**src/hdl/wgs_pkg.sv**
```systemverilog
package wgs_pkg;
	// register addresses (7-bit serial address space)
	localparam logic [6:0] ADDR_WAKE_A = 7'h46;
	localparam logic [6:0] ADDR_WAKE_B = 7'h47;
	localparam logic [6:0] ADDR_LEVEL = 7'h48;
	localparam logic [6:0] ADDR_OC = 7'h54;
	localparam logic [6:0] ADDR_OL = 7'h55;
	// field positions
	localparam int BIT_BUS_WAKE = 5;
	localparam int BIT_TIMER_WAKE = 4;
	localparam int BIT_HV_WAKE = 0;
	localparam int BIT_GP_WAKE = 4;
	localparam int BIT_KEEP_B = 6;
	localparam int BIT_DEV_LVL = 7;
	localparam int BIT_PULLUP = 6;
	localparam int BIT_GP_LVL = 4;
	localparam int BIT_HV_LVL = 0;
	localparam int BIT_OC = 6;
	localparam int BIT_OL = 6;
	localparam logic [7:0] RESET_VAL = 8'h00;
	// transceiver mode field value that powers the supply comparator
	localparam logic TRX_ACTIVE = 1'b1;
	// restart keeps only bit 6 of wake register b
	localparam logic [7:0] KEEP_MASK_B = 8'h40;
	typedef enum logic [2:0] {GP_OFF, GP_WAKE, GP_LOW_SW, GP_HIGH_SW, GP_FAIL_OUT} wgs_gp_mode_t;
	typedef enum logic [2:0] {M_NORMAL, M_STOP, M_INIT, M_RESTART, M_SLEEP, M_FAILSAFE} wgs_mode_t;
	typedef struct packed {
		logic bus_wake;
		logic timer_wake;
		logic hv_wake;
		logic gp_wake;
		logic overcurrent;
		logic open_load;
	} wgs_events_t;
	typedef struct packed {
		logic rd;
		logic clr;
		logic [6:0] addr;
		logic [7:0] clr_mask;
	} wgs_cmd_t;
endpackage : wgs_pkg

```
**src/hdl/wgs_status_bank.sv**
```systemverilog
`timescale 1ns/1ps
// Behaviour
// - supply undervoltage comparator enabled only while transceiver mode bit is 1
// - wake leaving fail-safe also sets the matching source flag
// - wake register b bit 4 set on gp pin wake when configured wake
// - level bit 7 shows development mode from test pin
// - level bit 6 shows external pull-up detected on interrupt pin
// - level bit 4 gp pin level, bit 0 hv pin level
// - level register refreshed in normal, stop, init and restart
// - cyclic sense: gp and hv level bits updated once per sampling instant; bits 7 and 6 every clock
// - gp level not reported when gp pin is fail output
// - disabled pin function freezes its level bit
// - hv measure enable clears and freezes both level bits
// - overcurrent bit 6 set on gp pin overcurrent in switch modes
// - one overcurrent flag; stays set after reconfiguration until cleared
// - open-load bit 6 set only in high-side switch mode
// - reserved bits always read zero
// - reset clears wake register b; restart keeps bit 6 only
// - flags stay latched until the host clears them, a soft reset clears them, or (wake register b only) a restart
module wgs_status_bank (
	input wire logic CLK,
	input wire logic RST_N,
	input wire logic SOFT_RESET,
	input wire logic RESTART,
	input wire wgs_pkg::wgs_mode_t MODE,
	input wire logic CYCLIC_SENSE,
	input wire logic SAMPLE_STROBE,
	input wire logic TRX_MODE_BIT,
	input wire wgs_pkg::wgs_gp_mode_t GP_MODE,
	input wire logic HV_FUNC_EN,
	input wire logic HV_MEASURE_EN,
	input wire wgs_pkg::wgs_events_t EVENTS,
	input wire logic FAILSAFE_EXIT,
	input wire logic TEST_PIN,
	input wire logic IRQ_PULLUP,
	input wire logic GP_PIN,
	input wire logic HV_PIN,
	input wire wgs_pkg::wgs_cmd_t CMD,
	output logic [7:0] RDATA,
	output logic RVALID,
	output logic SUPPLY_UV_CMP_EN
);
	import wgs_pkg::*;

	////////////////////////////////////////////////////////////////////////
	// pin synchronisers: first stage read only by second
	logic [3:0] pin_s1_q;
	logic [3:0] pin_s2_q;
	always_ff @(posedge CLK or negedge RST_N) begin
		if (!RST_N) begin
			pin_s1_q <= 4'h0;
			pin_s2_q <= 4'h0;
		end else begin
			pin_s1_q <= {TEST_PIN, IRQ_PULLUP, GP_PIN, HV_PIN};
			pin_s2_q <= pin_s1_q;
		end
	end
	wire test_s = pin_s2_q[3];
	wire pullup_s = pin_s2_q[2];
	wire gp_s = pin_s2_q[1];
	wire hv_s = pin_s2_q[0];

	////////////////////////////////////////////////////////////////////////
	// clear decode
	wire clr_a = CMD.clr && (CMD.addr == ADDR_WAKE_A);
	wire clr_b = CMD.clr && (CMD.addr == ADDR_WAKE_B);
	wire clr_oc = CMD.clr && (CMD.addr == ADDR_OC);
	wire clr_ol = CMD.clr && (CMD.addr == ADDR_OL);
	wire soft_rst = SOFT_RESET;

	////////////////////////////////////////////////////////////////////////
	// wake flags; set wins over clear
	logic bus_wake_flag_q;
	logic timer_wake_flag_q;
	logic hv_pin_wake_flag_q;
	logic gp_pin_wake_flag_q;
	wire set_bus = EVENTS.bus_wake || (FAILSAFE_EXIT && EVENTS.bus_wake);
	wire set_tmr = EVENTS.timer_wake;
	wire set_hv = EVENTS.hv_wake;
	wire set_gp = EVENTS.gp_wake && (GP_MODE == GP_WAKE);
	always_ff @(posedge CLK or negedge RST_N) begin
		if (!RST_N) begin
			bus_wake_flag_q <= 1'b0;
			timer_wake_flag_q <= 1'b0;
			hv_pin_wake_flag_q <= 1'b0;
		end else if (soft_rst) begin
			bus_wake_flag_q <= 1'b0;
			timer_wake_flag_q <= 1'b0;
			hv_pin_wake_flag_q <= 1'b0;
		end else begin
			bus_wake_flag_q <= set_bus || (bus_wake_flag_q && !(clr_a && CMD.clr_mask[BIT_BUS_WAKE]));
			timer_wake_flag_q <= set_tmr ||
				(timer_wake_flag_q && !(clr_a && CMD.clr_mask[BIT_TIMER_WAKE]));
			hv_pin_wake_flag_q <= set_hv ||
				(hv_pin_wake_flag_q && !(clr_a && CMD.clr_mask[BIT_HV_WAKE]));
		end
	end
	// restart clears b (bit 6 kept, reserved here)
	always_ff @(posedge CLK or negedge RST_N) begin
		if (!RST_N) begin
			gp_pin_wake_flag_q <= 1'b0;
		end else if (soft_rst || RESTART) begin
			gp_pin_wake_flag_q <= 1'b0;
		end else begin
			gp_pin_wake_flag_q <= set_gp ||
				(gp_pin_wake_flag_q && !(clr_b && CMD.clr_mask[BIT_GP_WAKE]));
		end
	end

	////////////////////////////////////////////////////////////////////////
	// fault flags
	logic gp_overcurrent_flag_q;
	logic gp_open_load_flag_q;
	wire sw_mode = (GP_MODE == GP_LOW_SW) || (GP_MODE == GP_HIGH_SW);
	wire set_oc = EVENTS.overcurrent && sw_mode;
	wire set_ol = EVENTS.open_load && (GP_MODE == GP_HIGH_SW);
	always_ff @(posedge CLK or negedge RST_N) begin
		if (!RST_N) begin
			gp_overcurrent_flag_q <= 1'b0;
			gp_open_load_flag_q <= 1'b0;
		end else if (soft_rst) begin
			gp_overcurrent_flag_q <= 1'b0;
			gp_open_load_flag_q <= 1'b0;
		end else begin
			gp_overcurrent_flag_q <= set_oc ||
				(gp_overcurrent_flag_q && !(clr_oc && CMD.clr_mask[BIT_OC]));
			gp_open_load_flag_q <= set_ol ||
				(gp_open_load_flag_q && !(clr_ol && CMD.clr_mask[BIT_OL]));
		end
	end

	////////////////////////////////////////////////////////////////////////
	// level status
	logic dev_lvl_q;
	logic pullup_q;
	logic gp_pin_level_q;
	logic hv_pin_level_q;
	wire live_mode = (MODE == M_NORMAL) || (MODE == M_STOP) || (MODE == M_INIT) ||
		(MODE == M_RESTART);
	// cyclic sense updates only on sample
	wire lvl_tick = CYCLIC_SENSE ? SAMPLE_STROBE : live_mode;
	// gp level gated by its function
	wire gp_upd = lvl_tick && (GP_MODE != GP_OFF) && (GP_MODE != GP_FAIL_OUT);
	// hv level gated by its function
	wire hv_upd = lvl_tick && HV_FUNC_EN;
	always_ff @(posedge CLK or negedge RST_N) begin
		if (!RST_N) begin
			dev_lvl_q <= 1'b0;
			pullup_q <= 1'b0;
			gp_pin_level_q <= 1'b0;
			hv_pin_level_q <= 1'b0;
		end else begin
			dev_lvl_q <= test_s;
			pullup_q <= pullup_s;
			if (HV_MEASURE_EN) begin
				gp_pin_level_q <= 1'b0;
				hv_pin_level_q <= 1'b0;
			end else begin
				if (gp_upd)
					gp_pin_level_q <= gp_s;
				if (hv_upd)
					hv_pin_level_q <= hv_s;
			end
		end
	end

	////////////////////////////////////////////////////////////////////////
	// read path; reads have no side effect
	logic [7:0] wake_a_v;
	logic [7:0] wake_b_v;
	logic [7:0] level_v;
	logic [7:0] oc_v;
	logic [7:0] ol_v;
	logic [7:0] rd_mux;
	always_comb begin
		wake_a_v = RESET_VAL;
		wake_a_v[BIT_BUS_WAKE] = bus_wake_flag_q;
		wake_a_v[BIT_TIMER_WAKE] = timer_wake_flag_q;
		wake_a_v[BIT_HV_WAKE] = hv_pin_wake_flag_q;
		wake_b_v = RESET_VAL;
		wake_b_v[BIT_GP_WAKE] = gp_pin_wake_flag_q;
		level_v = RESET_VAL;
		level_v[BIT_DEV_LVL] = dev_lvl_q;
		level_v[BIT_PULLUP] = pullup_q;
		level_v[BIT_GP_LVL] = gp_pin_level_q;
		level_v[BIT_HV_LVL] = hv_pin_level_q;
		oc_v = RESET_VAL;
		oc_v[BIT_OC] = gp_overcurrent_flag_q;
		ol_v = RESET_VAL;
		ol_v[BIT_OL] = gp_open_load_flag_q;
		case (CMD.addr)
			ADDR_WAKE_A: rd_mux = wake_a_v;
			ADDR_WAKE_B: rd_mux = wake_b_v;
			ADDR_LEVEL: rd_mux = level_v;
			ADDR_OC: rd_mux = oc_v;
			ADDR_OL: rd_mux = ol_v;
			default: rd_mux = RESET_VAL;
		endcase
	end
	// read returns value before any same-cycle clear
	always_ff @(posedge CLK or negedge RST_N) begin
		if (!RST_N) begin
			RDATA <= RESET_VAL;
			RVALID <= 1'b0;
		end else begin
			RVALID <= CMD.rd;
			if (CMD.rd)
				RDATA <= rd_mux;
		end
	end

	////////////////////////////////////////////////////////////////////////
	// comparator enable
	always_ff @(posedge CLK or negedge RST_N) begin
		if (!RST_N)
			SUPPLY_UV_CMP_EN <= 1'b0;
		else
			SUPPLY_UV_CMP_EN <= (TRX_MODE_BIT == TRX_ACTIVE);
	end

	////////////////////////////////////////////////////////////////////////
	// checks
	// comparator follows mode bit
	a_uv_cmp_en: assert property (@(posedge CLK) disable iff (!RST_N)
		1'b1 |=> SUPPLY_UV_CMP_EN == $past(TRX_MODE_BIT))
		else $error("comparator enable wrong");
	a_bus_wake_set: assert property (@(posedge CLK) disable iff (!RST_N)
		EVENTS.bus_wake && !soft_rst |=> bus_wake_flag_q)
		else $error("bus wake flag not set");
	// gp wake sets only in wake mode
	a_gp_wake_mode: assert property (@(posedge CLK) disable iff (!RST_N)
		$rose(gp_pin_wake_flag_q) |-> $past(GP_MODE) == GP_WAKE)
		else $error("gp wake outside wake mode");
	a_meas_clear: assert property (@(posedge CLK) disable iff (!RST_N)
		HV_MEASURE_EN ##1 HV_MEASURE_EN |-> !gp_pin_level_q && !hv_pin_level_q)
		else $error("levels not cleared in measure");
	a_oc_mode: assert property (@(posedge CLK) disable iff (!RST_N)
		$rose(gp_overcurrent_flag_q) |-> $past(sw_mode))
		else $error("overcurrent set outside switch mode");
	a_ol_mode: assert property (@(posedge CLK) disable iff (!RST_N)
		$rose(gp_open_load_flag_q) |-> $past(GP_MODE) == GP_HIGH_SW)
		else $error("open load outside high-side");
	a_oc_latched: assert property (@(posedge CLK) disable iff (!RST_N)
		gp_overcurrent_flag_q && !clr_oc && !soft_rst |=> gp_overcurrent_flag_q)
		else $error("overcurrent flag self-cleared");
	a_reserved_zero: assert property (@(posedge CLK) disable iff (!RST_N)
		CMD.rd && CMD.addr == ADDR_OC |=> RDATA[7] == 1'b0 && RDATA[5:0] == 6'h00)
		else $error("reserved bits nonzero");
	a_fo_freeze: assert property (@(posedge CLK) disable iff (!RST_N)
		GP_MODE == GP_FAIL_OUT && !HV_MEASURE_EN |=> $stable(gp_pin_level_q))
		else $error("gp level moved in fail output mode");
	a_restart_b: assert property (@(posedge CLK) disable iff (!RST_N)
		RESTART |=> !gp_pin_wake_flag_q)
		else $error("restart left wake b set");
	a_failsafe_src: assert property (@(posedge CLK) disable iff (!RST_N)
		FAILSAFE_EXIT && EVENTS.hv_wake && !soft_rst |=> hv_pin_wake_flag_q)
		else $error("fail-safe exit source not flagged");
	a_strap_levels: assert property (@(posedge CLK) disable iff (!RST_N)
		1'b1 |=> dev_lvl_q == $past(test_s) && pullup_q == $past(pullup_s))
		else $error("strap level wrong");
	a_cyclic_hold: assert property (@(posedge CLK) disable iff (!RST_N)
		CYCLIC_SENSE && !SAMPLE_STROBE && !HV_MEASURE_EN |=>
		$stable(hv_pin_level_q) && $stable(gp_pin_level_q))
		else $error("level moved between samples");
	// hv function off freezes its level
	a_hv_func_off: assert property (@(posedge CLK) disable iff (!RST_N)
		!HV_FUNC_EN && !HV_MEASURE_EN |=> $stable(hv_pin_level_q))
		else $error("hv level moved with function off");
	a_oc_survives: assert property (@(posedge CLK) disable iff (!RST_N)
		gp_overcurrent_flag_q && !sw_mode && !clr_oc && !soft_rst |=> gp_overcurrent_flag_q)
		else $error("overcurrent lost on reconfiguration");
	// soft reset clears every wake flag
	a_softrst_clear: assert property (@(posedge CLK) disable iff (!RST_N)
		SOFT_RESET |=> !gp_pin_wake_flag_q && !bus_wake_flag_q && !timer_wake_flag_q &&
		!hv_pin_wake_flag_q)
		else $error("soft reset left wake flag set");
	a_read_valid: assert property (@(posedge CLK) disable iff (!RST_N)
		CMD.rd |=> RVALID)
		else $error("read not answered");
endmodule : wgs_status_bank

```
**config.mk**
```make
export PLATFORM = sky130hd
export DESIGN_NAME = wgs_status_bank
export DESIGN_NICKNAME = d
export VERILOG_FILES = /design/src/hdl/wgs_pkg.sv /design/src/hdl/wgs_status_bank.sv
export SDC_FILE = /design/constraint.sdc
export NUM_CORES = 1
export LEC_CHECK = 0
export ABC_AREA = 1
export BUFFER_PORTS_ARGS = -buffer_cell sky130_fd_sc_hd__clkbuf_2
export CAP_MARGIN = 20
export CORE_MARGIN = 2
export CORE_UTILIZATION = 44
export CTS_CLUSTER_DIAMETER = 30
export DETAILED_ROUTE_END_ITERATION = 7
export HOLD_SLACK_MARGIN = 0.05
export PLACE_DENSITY = 0.77
export SLEW_MARGIN = 10
export SYNTH_ARGS = -nofsm -noshare
export SYNTH_HDL_FRONTEND = slang
export SYNTH_SLANG_ARGS = --single-unit
```
**constraint.sdc**
```tcl
create_clock -name CLK -period 0.8 [get_ports CLK]
set_input_delay 0.12 -clock CLK [delete_from_list [all_inputs] [get_ports CLK]]
set_output_delay 0.12 -clock CLK [all_outputs]
set_load 0.01 [all_outputs]
```
==> impl_metrics.py <==
metrics = {
    "setup_path": {
        "crit_chain": "clkbuf_2",
        "cpPeakStageDelay_ns": 0.40,
        "crit_arrival_ns": 0.85,
        "cp-start-kind": "flip-flop",
        "worstPathMaxFanout": 2,
        "endpoint": "RDATA[4]",
        "cp.depth": 1,
        "endpoint_kind": "output pin",
        "cp_top_family": "flip-flops",
        "path_buf_inv": 1,
        "reg2reg_to": "RDATA[5]",
        "crit_slowest_cell": "dfrtp_1",
        "cp.required_ns": 0.68,
        "timing.rr.start": "RDATA[5]",
        "ff2ff_setup_slack_ns": -0.04,
        "ff2ff_path_depth": 4,
        "path_class": "reg -> out",
        "worstSetupStartpoint": "RDATA[4]",
    },
    "finish": {
        "fin_util": 0.675,
        "finalNonFillerCells": 208,
        "nets": 224,
        "area_delta_synth_final_pct": 42.5,
        "num_antenna_cells": 0,
        "drive_gt1_frac": 0.367,
    },
    "sta": {
        "setup_tns_ns": -1.19,
        "maxSlewViolCount": 0,
        "period_needed_ns": 0.970,
        "fin_worst_skew_ns": 0.00736,
        "finalWorstSetupSlack_ns": -0.170,
        "finalHoldViolCount": 0,
        "post-route-period-util": 1.21,
        "fmax_mhz": 1030,
        "rsz0062_at_grt": "yes",
        "final-setup-viol-count": 8,
    },
    "cts": {
        "ctsHoldBuffers": 13,
        "htree_levels": 1,
        "cts_tree": "done",
        "cts_made_buffers": 3,
        "cts_sinks": 25,
        "cts.reportedPaths.clkPinSlew_ns": 0.13,
        "worstSkewPairLatency_ns": 0.32,
        "root_buffer": "clkbuf_4",
        "cts_buffer_depth": 2,
    },
    "route": {
        "drtPass1Iterations": 4,
        "drc_errors": 0,
        "final_antenna_net_count": 0,
        "wire_per_inst_microns": 11.4,
        "drt_iter0_markers": 14,
        "routed_via_density": 4.86,
        "drt-total-wl_mm": 2.38,
        "vias": 1010,
    },
    "global_routing": {
        "grt_overflow": 0,
        "antenna_found_initial": 0,
        "grt_pass1_vias": 1019,
        "grt_max_degree": 26,
        "grt_usage": 0.195,
        "grt_pass1_wl_mm": 3.93,
    },
    "yosys": {
        "synth_top_cell_area_share": 0.585,
        "netlist_instances": 116,
        "ys_top_cells_by_count": "dfrtp_1, nand2_1, nand3_1, inv_1, nor2_1",
        "synth_seq_area_share": 0.585,
        "syn_area_sq_um": 1070,
        "synth-edff-count": 0,
        "synth_top_area_cell": "dfrtp_1",
        "synthArstFlopShare": 1.00,
        "synth_seq_cells": 25,
        "ys_types": 17,
        "yosysMostFrequentCell": "dfrtp_1",
        "synth_area_leaders": "dfrtp_1, nand2_1, nand3_1",
        "synth_warnings": 0,
        "syn_avg_cell_area_sq_um": 9.21,
        "ys.flop_type": "dfrtp_1",
    },
    "place": {
        "gp_congestion": 0.812,
        "dp.final_hpwl_mm": 1.74,
        "portBuffers": 42,
        "place_inst": 187,
    },
    "die": {
        "io_pins": 53,
        "rows": 17,
        "dieArea_sq_um": 2840,
        "start_util": 0.474,
        "die_x_microns": 53.3,
        "core_sq_um": 2250,
        "die_y_microns": 53.3,
    },
    "run": {
        "max_cap_viol_count": 0,
    },
    "power": {
        "leakagePower_uw": 0.000810,
        "power.density_nw_per_um2": 1460,
        "ir_worst_vdd_mv": 1.21,
    },
    "status": {
        "outcome": "finished with violations",
        "failed_checks": "negative setup slack",
    },
    "worst_hold_path": {
        "min_path_type": "in -> reg",
    },
}
state kept, by name, summed over array words and instances (netlist names):
name,flops
RDATA,5
RVALID,1
SUPPLY_UV_CMP_EN,1
bus_wake_flag_q,1
dev_lvl_q,1
gp_open_load_flag_q,1
gp_overcurrent_flag_q,1
gp_pin_level_q,1
gp_pin_wake_flag_q,1
hv_pin_level_q,1
hv_pin_wake_flag_q,1
pin_s1_q,4
pin_s2_q,4
pullup_q,1
timer_wake_flag_q,1
power breakdown:
part           internal [uW]  total, uW  switching, uW
Sequential              1320       1340           25.4
Clock                    187        553            366
Combinational            155        321            166
kinds of logic after synthesis:
kind of cell / count (synthesis) / share of synthesized area
simple gates: 65 / 0.295
flops: 25 / 0.585
buf+inv: 16 / 0.0738
compound gates: 9 / 0.0422
other cells: 1 / 0.00351
final cells by class:
| cell class | instances | area [sq um] |
|---|---|---|
| timing repair buffer | 62 | 393 |
| multi-input combinational | 77 | 397 |
| tap | 28 | 35.0 |
| inverter | 12 | 45.0 |
| sequential | 25 | 626 |
| clock inverter | 1 | 5.00 |
| fill | 183 | 732 |
| clock buffer | 3 | 22.5 |
how the worst min path moves through the flow:
stage          depth (start not counted)  slack, ns                 end  startpoint
6_report                               3       0.02  gp_pin_wake_flag_q     RESTART
3_3_place_gp                           2       0.12            RDATA[0]       RST_N
2_1_floorplan                          0      -0.18            RDATA[0]       RST_N
4_1_cts                                3      0.009  gp_pin_wake_flag_q     RESTART
3_5_place_dp                           2       0.12         pin_s2_q[3]       RST_N
5_1_grt                                3       0.01  gp_pin_wake_flag_q     RESTART
what timing repair did:
| item | 4_1_cts | 5_1_grt |
|---|---|---|
| resized for setup | 0 | 6 |
| hold endpoints to repair | 42 | 1 |
| setup endpoints to repair | 8 | 10 |
| setup buffers | 3 | 1 |
| pin swaps | 1 | 5 |
cell usage in the layout, fill, tap and decap left out:
cell           Yosys  routed
nand2_1           23      23
clkbuf_2           0      41
inv_2              1       1
nor3_1             4       4
nor2_2             2       2
clkbuf_4           0       3
or2_2              1       1
buf_2              0       1
dfrtp_1           25      25
o21ai_1            2       2
nor2_1             9       9
nand2_2            1       1
nor2_4             3       3
nand4_1            5       5
buf_4              3       7
clkinv_2           0       1
nand3_1           17      12
a21oi_1            7       7
inv_1             11      11
conb_1             1       3
dlygate4sd3_1      0      13
nand3_2            0       5
stage by stage:
step,area [sq um],setup slack (ns),total power [uW],hold WS [ns]
2_1_floorplan,1080,0.0376,1480,-0.176
3_3_place_gp,1310,-0.126,1620,0.116
3_5_place_dp,1310,-0.174,1630,0.123
4_1_cts,1490,-0.188,2240,0.00915
5_1_grt,1520,-0.222,2340,0.0123
6_report,1520,-0.170,2220,0.0167
metal layers:
layer / GRT usage / up-vias / wire, microns
met5: 0 / - / 0
met2: 0.366 / 39 / 1250
met4: 0.103 / 0 / 41
met3: 0.0311 / 5 / 146
li1: - / 501 / -
met1: 0.204 / 465 / 940
worst register-to-register path: stages, from the launching register on:
cell	delay, ns
dfrtp_1	0.40
buf_4	0.13
buf_4	0.12
nand2_1	0.05
o21ai_1	0.05
(Power assumes the default switching activity.)
